<file path="src/hdl/sar_ctl_pkg.sv">
package sar_ctl_pkg;

  // -------------------------------------------------------------------------
  // result coding
  // -------------------------------------------------------------------------
  localparam int          RESULT_W      = 10;
  localparam logic [9:0]  RESULT_FULL   = 10'h3ff;
  localparam logic [9:0]  RESULT_RST    = 10'h000;
  localparam int          CONV_CYCLES   = 13;

  // -------------------------------------------------------------------------
  // channels and clocks
  // -------------------------------------------------------------------------
  localparam int          NUM_EXT_CH    = 8;
  localparam int          NUM_INT_CH    = 4;
  localparam int          NUM_CH        = NUM_EXT_CH + NUM_INT_CH;
  localparam int          NUM_SRC       = 4;
  localparam logic [3:0]  CH_RST        = 4'h0;
  localparam logic [2:0]  DIV_RST       = 3'h0;
  localparam logic [1:0]  SRC_RST       = 2'h0;

  // sample period codes map to 4, 8, 16, 64 conversion clocks
  localparam logic [6:0]  SAMPLE_P0     = 7'h04;
  localparam logic [6:0]  SAMPLE_P1     = 7'h08;
  localparam logic [6:0]  SAMPLE_P2     = 7'h10;
  localparam logic [6:0]  SAMPLE_P3     = 7'h40;

  typedef enum logic [1:0] {
    SEQ_SINGLE_ONCE = 2'b00,
    SEQ_SEQ_ONCE    = 2'b01,
    SEQ_SINGLE_REP  = 2'b10,
    SEQ_SEQ_REP     = 2'b11
  } seq_mode_t;

endpackage

</file>
<file path="src/hdl/sar_adc_core_control.sv">
`timescale 1ns/1ps
// Contract
// result is 10 bits; full scale 3ff at/above top, zero at/below bottom.
// result coded unsigned binary or two's complement per format bit.
// binary code equals 1023 times input over span.
// core runs only while power-on bit is set.
// configuration writes take effect only while conversion enable is 0; the polarity bit is written at any time.
// no conversion starts unless conversion enable was set beforehand.
// one conversion clock drives both sampling timer and approximation steps.
// conversion clock is source divided by 1 to 8.
// four selectable clock sources.
// software keeps the conversion clock running until conversion ends.
// multiplexer selects one of eight external and four internal channels.
// break-before-make: old switch opens before new closes.
// unselected channels isolated, intermediate node grounded.
// analog enable bit disables both pin buffers.
// software leaves enables of absent pins at default.
// each result is pushed to the transfer controller automatically.
// conversion starts on rising trigger edge, selectable source and polarity.
// sample window high 4, 8, 16 or 64 conversion clocks after sync.
// falling sample window edge starts a 13-clock conversion.
// sequence mode selects single, sequence, repeat single, repeat sequence.
// result register holds last result until the next one completes.
module sar_adc_core_control
  import sar_ctl_pkg::*;
#(
  parameter int PIN_EN_W = 16
) (
  // clock and reset
  input  wire logic                CLK_SYS,
  input  wire logic                RST,
  // configuration
  input  wire logic                CONVERTER_POWER_ON,
  input  wire logic                CONVERSION_ENABLE,
  input  wire logic                CFG_WRITE,
  input  wire logic [1:0]          CONV_CLOCK_SOURCE_SELECT,
  input  wire logic [2:0]          CONV_CLOCK_DIVIDER,
  input  wire logic [3:0]          CHANNEL_SELECT,
  input  wire logic [1:0]          SEQUENCE_MODE_SELECT,
  input  wire logic [1:0]          SAMPLE_PERIOD_SELECT,
  input  wire logic [1:0]          TRIGGER_SOURCE_SELECT,
  input  wire logic                TRIGGER_POLARITY_INVERT,
  input  wire logic                RESULT_TWOS_COMPLEMENT,
  input  wire logic [PIN_EN_W-1:0] ANALOG_PIN_ENABLE,
  // clock sources, one-cycle enables in the system clock
  input  wire logic                SUB_MAIN_SYSTEM_CLOCK,
  input  wire logic                MAIN_SYSTEM_CLOCK,
  input  wire logic                AUX_CLOCK,
  input  wire logic                INTERNAL_CONV_OSCILLATOR,
  // triggers and core comparator
  input  wire logic [3:0]          SAMPLE_TRIGGER_INPUT,
  input  wire logic                COMPARATOR_OUT,
  // multiplexer and pins
  output logic [NUM_CH-1:0]        CHANNEL_SWITCH_CLOSED,
  output logic [NUM_CH-1:0]        CHANNEL_NODE_GROUNDED,
  output logic [PIN_EN_W-1:0]      PIN_INPUT_BUFFER_DISABLE,
  output logic [PIN_EN_W-1:0]      PIN_OUTPUT_BUFFER_DISABLE,
  // core
  output logic                     CORE_POWERED,
  output logic                     SAMPLE_WINDOW_SIGNAL,
  output logic [RESULT_W-1:0]      SAR_TRIAL_CODE,
  output logic                     CONVERSION_BUSY,
  // result
  output logic [RESULT_W-1:0]      CONVERSION_RESULT_REG,
  output logic                     RESULT_TRANSFER_VALID
);

  // -------------------------------------------------------------------------
  // elaboration checks
  // -------------------------------------------------------------------------
  if (PIN_EN_W < 1 || PIN_EN_W > 32) begin : g_pin_w_chk
    $error("PIN_EN_W out of range");
  end
  // channel field is four bits, trial and result are ten
  if (NUM_CH > 16 || RESULT_W != 10) begin : g_width_chk
    $error("channel or result width not served");
  end
  // settle tail must follow the bit steps and fit the 7-bit counter
  if (CONV_CYCLES <= RESULT_W || CONV_CYCLES > 127) begin : g_conv_chk
    $error("conversion length not served");
  end
  // a zero period would only match once the count that starts at one wraps round to zero
  if (SAMPLE_P0 == 7'h00 || SAMPLE_P1 == 7'h00 || SAMPLE_P2 == 7'h00 ||
      SAMPLE_P3 == 7'h00) begin : g_sample_chk
    $error("sample period must be nonzero");
  end

  // -------------------------------------------------------------------------
  // state
  // -------------------------------------------------------------------------
  typedef enum logic [2:0] {IDLE, SAMPLE, CONVERT, SWITCH_OPEN, DONE} phase_t;

  typedef struct packed {
    logic [1:0]          src;
    logic [2:0]          div;
    logic [3:0]          ch;
    logic [1:0]          seq;
    logic [1:0]          sht;
    logic [1:0]          trig_src;
    logic                trig_inv;
    logic                twos;
    logic [2:0]          div_cnt;
    logic                trig_s1;
    logic                trig_s2;
    logic                trig_prev;
    logic                armed;
    phase_t              phase;
    logic [6:0]          cnt;
    logic [3:0]          cur_ch;
    logic [3:0]          mux_ch;
    logic                mux_on;
    logic [9:0]          trial;
    logic [9:0]          result;
    logic                push;
  } state_t;

  state_t s_reg;
  state_t s_next;

  logic        src_tick;
  logic        cclk;
  logic        trig_level;
  logic        trig_rise;
  logic [6:0]  sample_len;
  logic [3:0]  bit_idx;
  logic [9:0]  coded;

  // -------------------------------------------------------------------------
  // conversion clock and trigger
  // -------------------------------------------------------------------------
  always_comb begin
    case (s_reg.src)
      2'h0:    src_tick = SUB_MAIN_SYSTEM_CLOCK;
      2'h1:    src_tick = MAIN_SYSTEM_CLOCK;
      2'h2:    src_tick = AUX_CLOCK;
      default: src_tick = INTERNAL_CONV_OSCILLATOR;
    endcase
    // one enable pulse every div+1 source ticks; >= keeps a shrunk divider
    // from running the counter round once before it settles
    cclk = src_tick && (s_reg.div_cnt >= s_reg.div);
    trig_level = s_reg.trig_s2 ^ s_reg.trig_inv;
    trig_rise = trig_level && !s_reg.trig_prev;
  end

  // -------------------------------------------------------------------------
  // sample length and result coding
  // -------------------------------------------------------------------------
  always_comb begin
    case (s_reg.sht)
      2'h0:    sample_len = SAMPLE_P0;
      2'h1:    sample_len = SAMPLE_P1;
      2'h2:    sample_len = SAMPLE_P2;
      default: sample_len = SAMPLE_P3;
    endcase
    bit_idx = 4'(RESULT_W - 1) - s_reg.cnt[3:0];
    // offset binary to two's complement is a flip of the top bit
    coded = s_reg.twos ? {~s_reg.trial[9], s_reg.trial[8:0]} : s_reg.trial;
  end

  // -------------------------------------------------------------------------
  // next state
  // -------------------------------------------------------------------------
  always_comb begin
    s_next = s_reg;
    s_next.push = 1'b0;
    if (!CONVERSION_ENABLE && CFG_WRITE) begin
      s_next.src      = CONV_CLOCK_SOURCE_SELECT;
      s_next.div      = CONV_CLOCK_DIVIDER;
      s_next.ch       = CHANNEL_SELECT;
      s_next.seq      = SEQUENCE_MODE_SELECT;
      s_next.sht      = SAMPLE_PERIOD_SELECT;
      s_next.trig_src = TRIGGER_SOURCE_SELECT;
      s_next.twos     = RESULT_TWOS_COMPLEMENT;
    end
    // polarity is the only bit writable at any time
    if (CFG_WRITE) begin
      s_next.trig_inv = TRIGGER_POLARITY_INVERT;
    end
    s_next.trig_s1 = SAMPLE_TRIGGER_INPUT[s_reg.trig_src];
    s_next.trig_s2 = s_reg.trig_s1;
    if (src_tick) begin
      s_next.div_cnt = cclk ? 3'h0 : s_reg.div_cnt + 3'h1;
    end
    if (cclk) begin
      s_next.trig_prev = trig_level;
    end
    if (!CONVERTER_POWER_ON) begin
      s_next.phase  = IDLE;
      s_next.mux_on = 1'b0;
      s_next.cnt    = 7'h00;
    end else if (cclk) begin
      unique case (s_reg.phase)
        IDLE: begin
          if (CONVERSION_ENABLE && s_reg.armed && trig_rise) begin
            s_next.phase  = SWITCH_OPEN;
            s_next.cur_ch = s_reg.ch;
            s_next.mux_on = 1'b0;
          end
        end
        SWITCH_OPEN: begin
          // open for a full conversion clock before closing the new switch
          s_next.mux_ch = s_reg.cur_ch;
          s_next.mux_on = 1'b1;
          s_next.phase  = SAMPLE;
          s_next.cnt    = 7'h01;
        end
        SAMPLE: begin
          if (s_reg.cnt == sample_len) begin
            s_next.phase  = CONVERT;
            s_next.cnt    = 7'h00;
            s_next.mux_on = 1'b0;
            s_next.trial  = 10'h200;
          end else begin
            s_next.cnt = s_reg.cnt + 7'h01;
          end
        end
        CONVERT: begin
          // cycles 0..9 resolve bits 9..0, remainder is settle time
          if (s_reg.cnt < 7'(RESULT_W)) begin
            if (!COMPARATOR_OUT) begin
              s_next.trial[bit_idx] = 1'b0;
            end
            if (bit_idx != 4'h0) begin
              s_next.trial[bit_idx - 4'h1] = 1'b1;
            end
          end
          if (s_reg.cnt == 7'(CONV_CYCLES - 1)) begin
            s_next.phase = DONE;
          end else begin
            s_next.cnt = s_reg.cnt + 7'h01;
          end
        end
        DONE: begin
          s_next.result = coded;
          s_next.push   = 1'b1;
          s_next.phase  = IDLE;
          if (s_reg.seq[0] && s_reg.cur_ch != 4'h0) begin
            s_next.cur_ch = s_reg.cur_ch - 4'h1;
            s_next.phase  = SWITCH_OPEN;
          end else if (s_reg.seq[1] && CONVERSION_ENABLE) begin
            s_next.cur_ch = s_reg.ch;
            s_next.phase  = s_reg.seq[0] ? IDLE : SWITCH_OPEN;
          end else if (!s_reg.seq[1]) begin
            s_next.armed = 1'b0;
          end
        end
      endcase
    end
    // the once modes (single and sequence) need enable toggled between runs; the re-arm comes
    // last so an enable drop in the done cycle wins over the disarm
    if (!CONVERSION_ENABLE) begin
      s_next.armed = 1'b1;
    end
  end

  always_ff @(posedge CLK_SYS) begin
    if (RST) begin
      s_reg <= '{
        src:       SRC_RST,
        div:       DIV_RST,
        ch:        CH_RST,
        seq:       SEQ_SINGLE_ONCE,
        sht:       2'h0,
        trig_src:  2'h0,
        trig_inv:  1'b0,
        twos:      1'b0,
        div_cnt:   3'h0,
        trig_s1:   1'b0,
        trig_s2:   1'b0,
        trig_prev: 1'b0,
        armed:     1'b1,
        phase:     IDLE,
        cnt:       7'h00,
        cur_ch:    CH_RST,
        mux_ch:    CH_RST,
        mux_on:    1'b0,
        trial:     RESULT_RST,
        result:    RESULT_RST,
        push:      1'b0
      };
    end else begin
      s_reg <= s_next;
    end
  end

  // -------------------------------------------------------------------------
  // multiplexer outputs
  // -------------------------------------------------------------------------
  always_comb begin
    for (int i = 0; i < NUM_CH; i++) begin
      CHANNEL_SWITCH_CLOSED[i] = s_reg.mux_on && (s_reg.mux_ch == 4'(i));
      CHANNEL_NODE_GROUNDED[i] = !CHANNEL_SWITCH_CLOSED[i];
    end
  end

  // -------------------------------------------------------------------------
  // pin buffers and status
  // -------------------------------------------------------------------------

  assign PIN_INPUT_BUFFER_DISABLE  = ANALOG_PIN_ENABLE;
  assign PIN_OUTPUT_BUFFER_DISABLE = ANALOG_PIN_ENABLE;
  assign CORE_POWERED              = CONVERTER_POWER_ON;
  assign SAMPLE_WINDOW_SIGNAL      = s_reg.mux_on && (s_reg.phase == SAMPLE);
  assign SAR_TRIAL_CODE            = s_reg.trial;
  assign CONVERSION_BUSY           = (s_reg.phase != IDLE);
  assign CONVERSION_RESULT_REG     = s_reg.result;
  assign RESULT_TRANSFER_VALID     = s_reg.push;

endmodule

</file>
<file path="config.mk">
export PLATFORM = sky130hd
export DESIGN_NAME = sar_adc_core_control
export DESIGN_NICKNAME = d
export VERILOG_FILES = /design/src/hdl/sar_ctl_pkg.sv /design/src/hdl/sar_adc_core_control.sv
export SDC_FILE = /design/constraint.sdc
export NUM_CORES = 1
export LEC_CHECK = 0
export BUFFER_PORTS_ARGS = -buffer_cell sky130_fd_sc_hd__clkbuf_2
export CAP_MARGIN = 40
export CORE_MARGIN = 2
export CORE_UTILIZATION = 37
export DETAILED_ROUTE_END_ITERATION = 10
export GPL_TIMING_DRIVEN = 0
export SKIP_LAST_GASP = 1
export SLEW_MARGIN = 10
export SYNTH_ARGS = -nofsm -noshare
export SYNTH_HDL_FRONTEND = slang
export SYNTH_SLANG_ARGS = --single-unit
</file>
<file path="constraint.sdc">
create_clock -name CLK_SYS -period 2.6 [get_ports CLK_SYS]
set_clock_uncertainty 0.05 [all_clocks]
set_input_delay 0.52 -clock CLK_SYS [delete_from_list [all_inputs] [get_ports CLK_SYS]]
set_output_delay 0.52 -clock CLK_SYS [all_outputs]
set_load 0.05 [all_outputs]
</file>
==> key figures, run 1 <==
Place
  – Hpwl dp: 7480 um
  – Placed insts: just over 700
  – Number of buffers added on ports: 109
  – Placer Congestion: about 0.90
  – Placed Area: 0.00461 mm2

Cells and area
  – Final std cells w/o fill: 735
  – Diodes inserted: 0
  – Share of cells above drive strength 1: 35.2%
  – Layout area overhead: 23.7%
  – Max reg flops: 42
  – Fin area: 0.00481 mm2
  – Final nets: roughly 650

Hold path
  – Hold Crit Class: in2reg
  – Hold wc startpoint: CONVERSION_ENABLE
  – Hold Path Sink: s_reg[40]
  – Min-Delay Path Depth: 2

Detailed routing
  – Drt first pass iters: 5
  – # DRC: 0
  – Total Wirelength: 9640 um
  – Wire per inst: 13.1 um
  – Detail Route Antenna Nets: 0
  – Vias per cell: just under 5
  – Via count: 3656
  – DRT iter0 DRCs: 168

Outcome
  – Outcome: finished clean

Power and ir drop
  – Clock Power Share: 38.7%
  – Internal power: around 1600 uW
  – Sw Ratio: 28.4%
  – Register share of total power: 45.9%
  – Psw: 626 uW
  – Power Density: 458 mW/mm2
  – Pleak: 0.00211 uW
  – Comb pwr share: 15.4%
  – VDD IR max: 0.000206 V

Clock network
  – Clock Sink Count: 64
  – Insertion delay of the later-clocked pin in the worst-skew pair: 350 ps
  – Root Driver: clkbuf_8
  – Max clock buf depth: 2
  – Inserted Clock Buffers: 9
  – Clock tree from TritonCTS: done
  – Post-CTS sizing: 0
  – Clk slew on worst S/H paths: 70 ps
  – H-tree depth reported by CTS: 3
  – Setup Buffers After CTS: 0
  – Hold-fix buffers at CTS: 0

Floorplan
  – Die height: 107 um
  – Std cell rows: 37
  – CORE AREA: 0.0103 mm2
  – I/O pins: 127
  – Initial Util: ~38%
  – Die Footprint: 0.0113 mm2
  – Chip width: between 100 and 150 um

Synth
  – Register area share after synthesis: between 30% and 40%
  – Share of the synthesized area in the top cell type: 32.9%
  – Post-synth ARST share: 0%
  – Cell area after synthesis: 0.00389 mm2
  – Synth area leaders: dfxtp_1 33%, buf_4 10%, nand2_1 6.1%
  – Syn Nets: 533
  – Area leader, netlist: dfxtp_1
  – FF+latch count, synth: 64
  – Synth Instances: 474
  – EDFF count, synth: 0
  – Count leader, synth: dfxtp_1
  – Synth Warn #: 0
  – Most used DFF post-synth: dfxtp_1
  – Top cells by count, synth: 64 x dfxtp_1, 63 x nand2_1, 53 x buf_4
  – Yosys cell types: 65
  – Syn avg cell area: 8.21 um2

Timing
  – Worst-Margin Slew: roughly 780 ps
  – Setup Viol. Count Final: 0
  – Setup_tns: 0 ps
  – Rel. slew slack: between 40 and 50%
  – Final hold viol count: 0
  – Final Slew Violations: 0
  – Max Clk Rate: just over 400 MHz
  – Fin crit share: 93.0%
  – Min cycle time layout: between 2000 and 2500 ps

Setup path
  – R2R Path End: SAR_TRIAL_CODE[3]
  – R2R Path Start: s_reg[31]
  – WP data required: 2780 ps
  – Crit Path Category: reg2reg
  – Worst Path Max Fanout: 9
  – Reg2Reg Setup Slack: 180 ps
  – Crit. End Element: flip-flop
  – Worst EP arrival: 2600 ps
  – Critical Path Start Type: flip-flop
  – R2R cell count: 7

GRT
  – Grt ovf: 0
  – Vias in the first global route: 3427
  – First-pass GRT wire length: ~16000 um
  – Largest net degree at the start of global routing: 12
  – Total GRT Usage: around 17%
  – Antenna violations before repair: 0

Run
  – Maxcap violations: 0
metal layers:
layer	up-vias	part of all wire (%)	track usage (%)
met3	13	5.8	3.25
met5	-	0	0
met2	124	48	28.7
met1	1679	45	21.6
met4	0	1.3	6.03
li1	1840	-	-
through the flow:
stage          hold WS [ps]  util (%)  total power [uW]  setup WS [ps]
4_1_cts                 326      46.7              2230            108
3_5_place_dp            382      44.8              1370            119
3_3_place_gp            371      44.8              1370            178
2_1_floorplan           364         -              1280            335
5_1_grt                 346      46.8              2300          -3.93
6_report                336      46.8              2210            182
final cells by class:
class                           count  area (um2)
Sequential cell                    64        1280
Clock inverter                      5        56.3
Tap cell                          136         170
Timing Repair Buffer              109         546
Multi-Input combinational cell    309        2000
Buffer                             75         517
Fill cell                        1072        5460
Clock buffer                       11         141
Inverter                           26        97.6
critical path, cell delays in order (launching register included):
cell      delay [ps]
dfxtp_1          350
inv_1            140
ha_1             160
buf_1            350
nand2b_1         150
a211oi_2         610
nand2_1          190
o221a_1          300
placed cells by master (no fill, tap or decap), drive strengths merged, types with 7 or more instances in the layout:
cell,count
clkbuf,135
dfxtp,64
nand2,63
buf,60
a21oi,37
nor2,29
inv,26
mux2i,16
o21ai,13
ha,12
nand3,12
nor3,11
nor2b,9
nand4,9
a31oi,9
o31ai,8
nor3b,7
worst max path at each step:
stage	startpoint	end
3_3_place_gp	s_reg[30]	s_reg[36]
5_1_grt	s_reg[61]	CONVERSION_RESULT_REG[8]
4_1_cts	s_reg[30]	s_reg[36]
6_report	s_reg[31]	SAR_TRIAL_CODE[3]
2_1_floorplan	s_reg[21]	CHANNEL_SWITCH_CLOSED[5]
3_5_place_dp	s_reg[30]	s_reg[36]
power groups by stage:
| stage | registers, uW | clock network [uW] | logic (uW) |
|---|---|---|---|
| after floorplan | 1030 | 0 | 253 |
| after detailed placement | 1030 | 0 | 339 |
| final | 1010 | 854 | 340 |
| after global placement | 1030 | 0 | 335 |
| after global routing | 1010 | 923 | 367 |
| after CTS | 1010 | 875 | 340 |
logic make-up (layout without fill, tap and decap cells):
family	count (synthesis)	in the layout	synth area share (%)
flops	64	64	32.9
fa+ha+maj	12	12	3.86
simple gates	179	179	24.8
buf+inv	101	226	15.8
compound gates	89	89	14.8
xor+xnor	10	10	2.25
mux	19	19	5.56
(Power assumes the default switching activity.)
==> run 2: changes to the inputs <==
--- a/config.mk
+++ b/config.mk
@@ -5,11 +5,12 @@
 export SDC_FILE = /design/constraint.sdc
 export NUM_CORES = 1
 export LEC_CHECK = 0
-export BUFFER_PORTS_ARGS = -buffer_cell sky130_fd_sc_hd__clkbuf_2
 export CAP_MARGIN = 40
 export CORE_MARGIN = 2
-export CORE_UTILIZATION = 37
+export CORE_UTILIZATION = 33
+export CTS_CLUSTER_SIZE = 10
 export DETAILED_ROUTE_END_ITERATION = 10
+export DONT_BUFFER_PORTS = 1
 export GPL_TIMING_DRIVEN = 0
 export SKIP_LAST_GASP = 1
 export SLEW_MARGIN = 10
==> run 2 against run 1 <==
Net effect: global-route usage decreased by 1.8 points; first-iteration DRC count decreased by 15%; sequential share of layout area increased by 2.3 points; clock power increased by 45%; wire length increased by 0.90%; utilization decreased by 8.1 points; largest power group is now the clock network.
==> key figures, run 2 (synthesis gave the netlist of run 1 again) <==
Outcome
  – Outcome: finished clean

Timing
  – Worst-Margin Slew: around 720 ps
  – Rel. slew slack: 51.4%
  – Setup Viol. Count Final: 0
  – Setup WS post-layout: between 100 and 150 ps
  – Min cycle time layout: 2490 ps
  – Max Clk Rate: 402 MHz
  – Final hold viol count: 0
  – Setup_tns: 0 ps
  – RSZ-0062 raised after global routing: no
  – Final Slew Violations: 0
  – Fin crit share: 95.8%

GRT
  – Total GRT Usage: 15.2%
  – Vias in the first global route: 3091
  – Largest net degree at the start of global routing: 14
  – Grt ovf: 0
  – First-pass GRT wire length: 15400 um
  – Antenna violations before repair: 0

Setup path
  – Crit Path Category: reg2out
  – Worst EP arrival: 1920 ps
  – Reg2Reg Setup Slack: 230 ps
  – Worst path bufs/invs: 1
  – Critical-path top delay cell: dfxtp_1
  – Critical Path Start Type: flip-flop
  – WP data required: slightly above 2000 ps
  – CP max stage delay: 450 ps
  – R2R Path Start: s_reg[44]
  – Crit path cell chain: nor3b_2 > nand3_2 > clkinvlp_4
  – CP Launch Point: s_reg[21]
  – Crit. End Element: output port
  – Worst Path Max Fanout: 6
  – Delay-heaviest family, CP: simple AND/OR/NAND/NOR gates

Floorplan
  – I/O pins: 127
  – Die height: ~110 um
  – Initial Util: 33.9%
  – Std cell rows: 39
  – Chip width: ~110 um
  – CORE AREA: about 0.011 mm2
  – Die Footprint: between 0.01 and 0.015 mm2

Clock network
  – Inserted Clock Buffers: 9
  – Max clock buf depth: 2
  – H-tree depth reported by CTS: 3
  – Clk slew on worst S/H paths: roughly 60 ps
  – Clock Sink Count: 64
  – Insertion delay of the later-clocked pin in the worst-skew pair: 340 ps
  – Hold-fix buffers at CTS: 0
  – Clock tree from TritonCTS: done
  – Root Driver: clkbuf_16

Power and ir drop
  – Pwr Total: 2550 uW
  – Pleak: 0.00166 uW
  – VDD IR max: 0.000409 V
  – Comb pwr share: 11.7%
  – Sw Ratio: 27.9%
  – Psw: 711 uW
  – Power Density: 574 mW/mm2
  – Internal power: roughly 1800 uW
  – Clock Power Share: 48.5%
  – Register share of total power: 39.8%

Detailed routing
  – Wire per inst: between 15 and 20 um
  – Detail Route Antenna Nets: 0
  – Total Wirelength: slightly below 10000 um
  – Via count: 3326
  – Drt first pass iters: 4
  – Vias per cell: 5.25
  – DRT iter0 DRCs: ~140
  – # DRC: 0

Cells and area
  – Diodes inserted: 0
  – Final nets: 544
  – Max reg flops: 42
  – Most frequent cells in the layout: 64 x dfxtp_1, 60 x nand2_1, 53 x buf_4
  – Share of cells above drive strength 1: between 20% and 30%
  – Layout area overhead: 14.1%
  – Commonest non-fill, non-tap cell in the layout: dfxtp_1

Place
  – Hpwl dp: roughly 7400 um
  – Number of buffers added on ports: 0
  – Placer Congestion: 0.859
  – Setup WS pre-CTS: 58.6 ps

Hold path
  – Hold wc startpoint: CONVERSION_ENABLE
  – Hold Crit Class: in2reg

Run
  – Maxcap violations: 0
run 2: final timing paths:
path	cells past startpoint	endpoint
max reg2reg	9	SAR_TRIAL_CODE[3]
max	3	CHANNEL_SWITCH_CLOSED[5]
min reg2reg	1	s_reg[42]
min	1	s_reg[40]
run 2: repair_timing:
action / 4_1_cts / 5_1_grt
hold endpoints to repair: 0 / 0
setup buffers: 0 / 0
gates cloned: 0 / 0
setup endpoints to repair: 5 / 12
pin swaps: 0 / 0
resized for setup: 6 / 9
run 2: area by class of cell:
cell class                 instances  area [um2]
sequential                        64        1280
fill                            1172        7030
inverter                          26         116
multi-input combinational        309        2040
tap                              143         179
buffer                            75         517
clock inverter                     7        80.1
clock buffer                       9         225
run 2: through the flow:
step                hold WS (ps)  std cells  instance area (um2)  util (%)
floorplan                    364        474                 3890         -
global placement             376        617                 4070      35.5
detailed placement           374        617                 4070      35.5
CTS                          202        633                 4400      38.4
global route                 203        633                 4440      38.7
finish                       210        633                 4440      38.7
run 2: routing by layer:
layer	vias up	GRT usage (%)	share of wire (%)
met2	134	23.5	46
met1	1550	19.6	45
met3	12	4.75	7.5
met4	0	6.42	1.9
met5	-	0	0
li1	1630	-	-
run 2: power by group through the flow:
stage | logic, uW | clock network [uW] | registers (uW)
final | 298 | 1240 | 1010
after global routing | 319 | 1310 | 1010
after CTS | 296 | 1260 | 1010
after detailed placement | 294 | 0 | 1030
after global placement | 291 | 0 | 1030
after floorplan | 253 | 0 | 1030
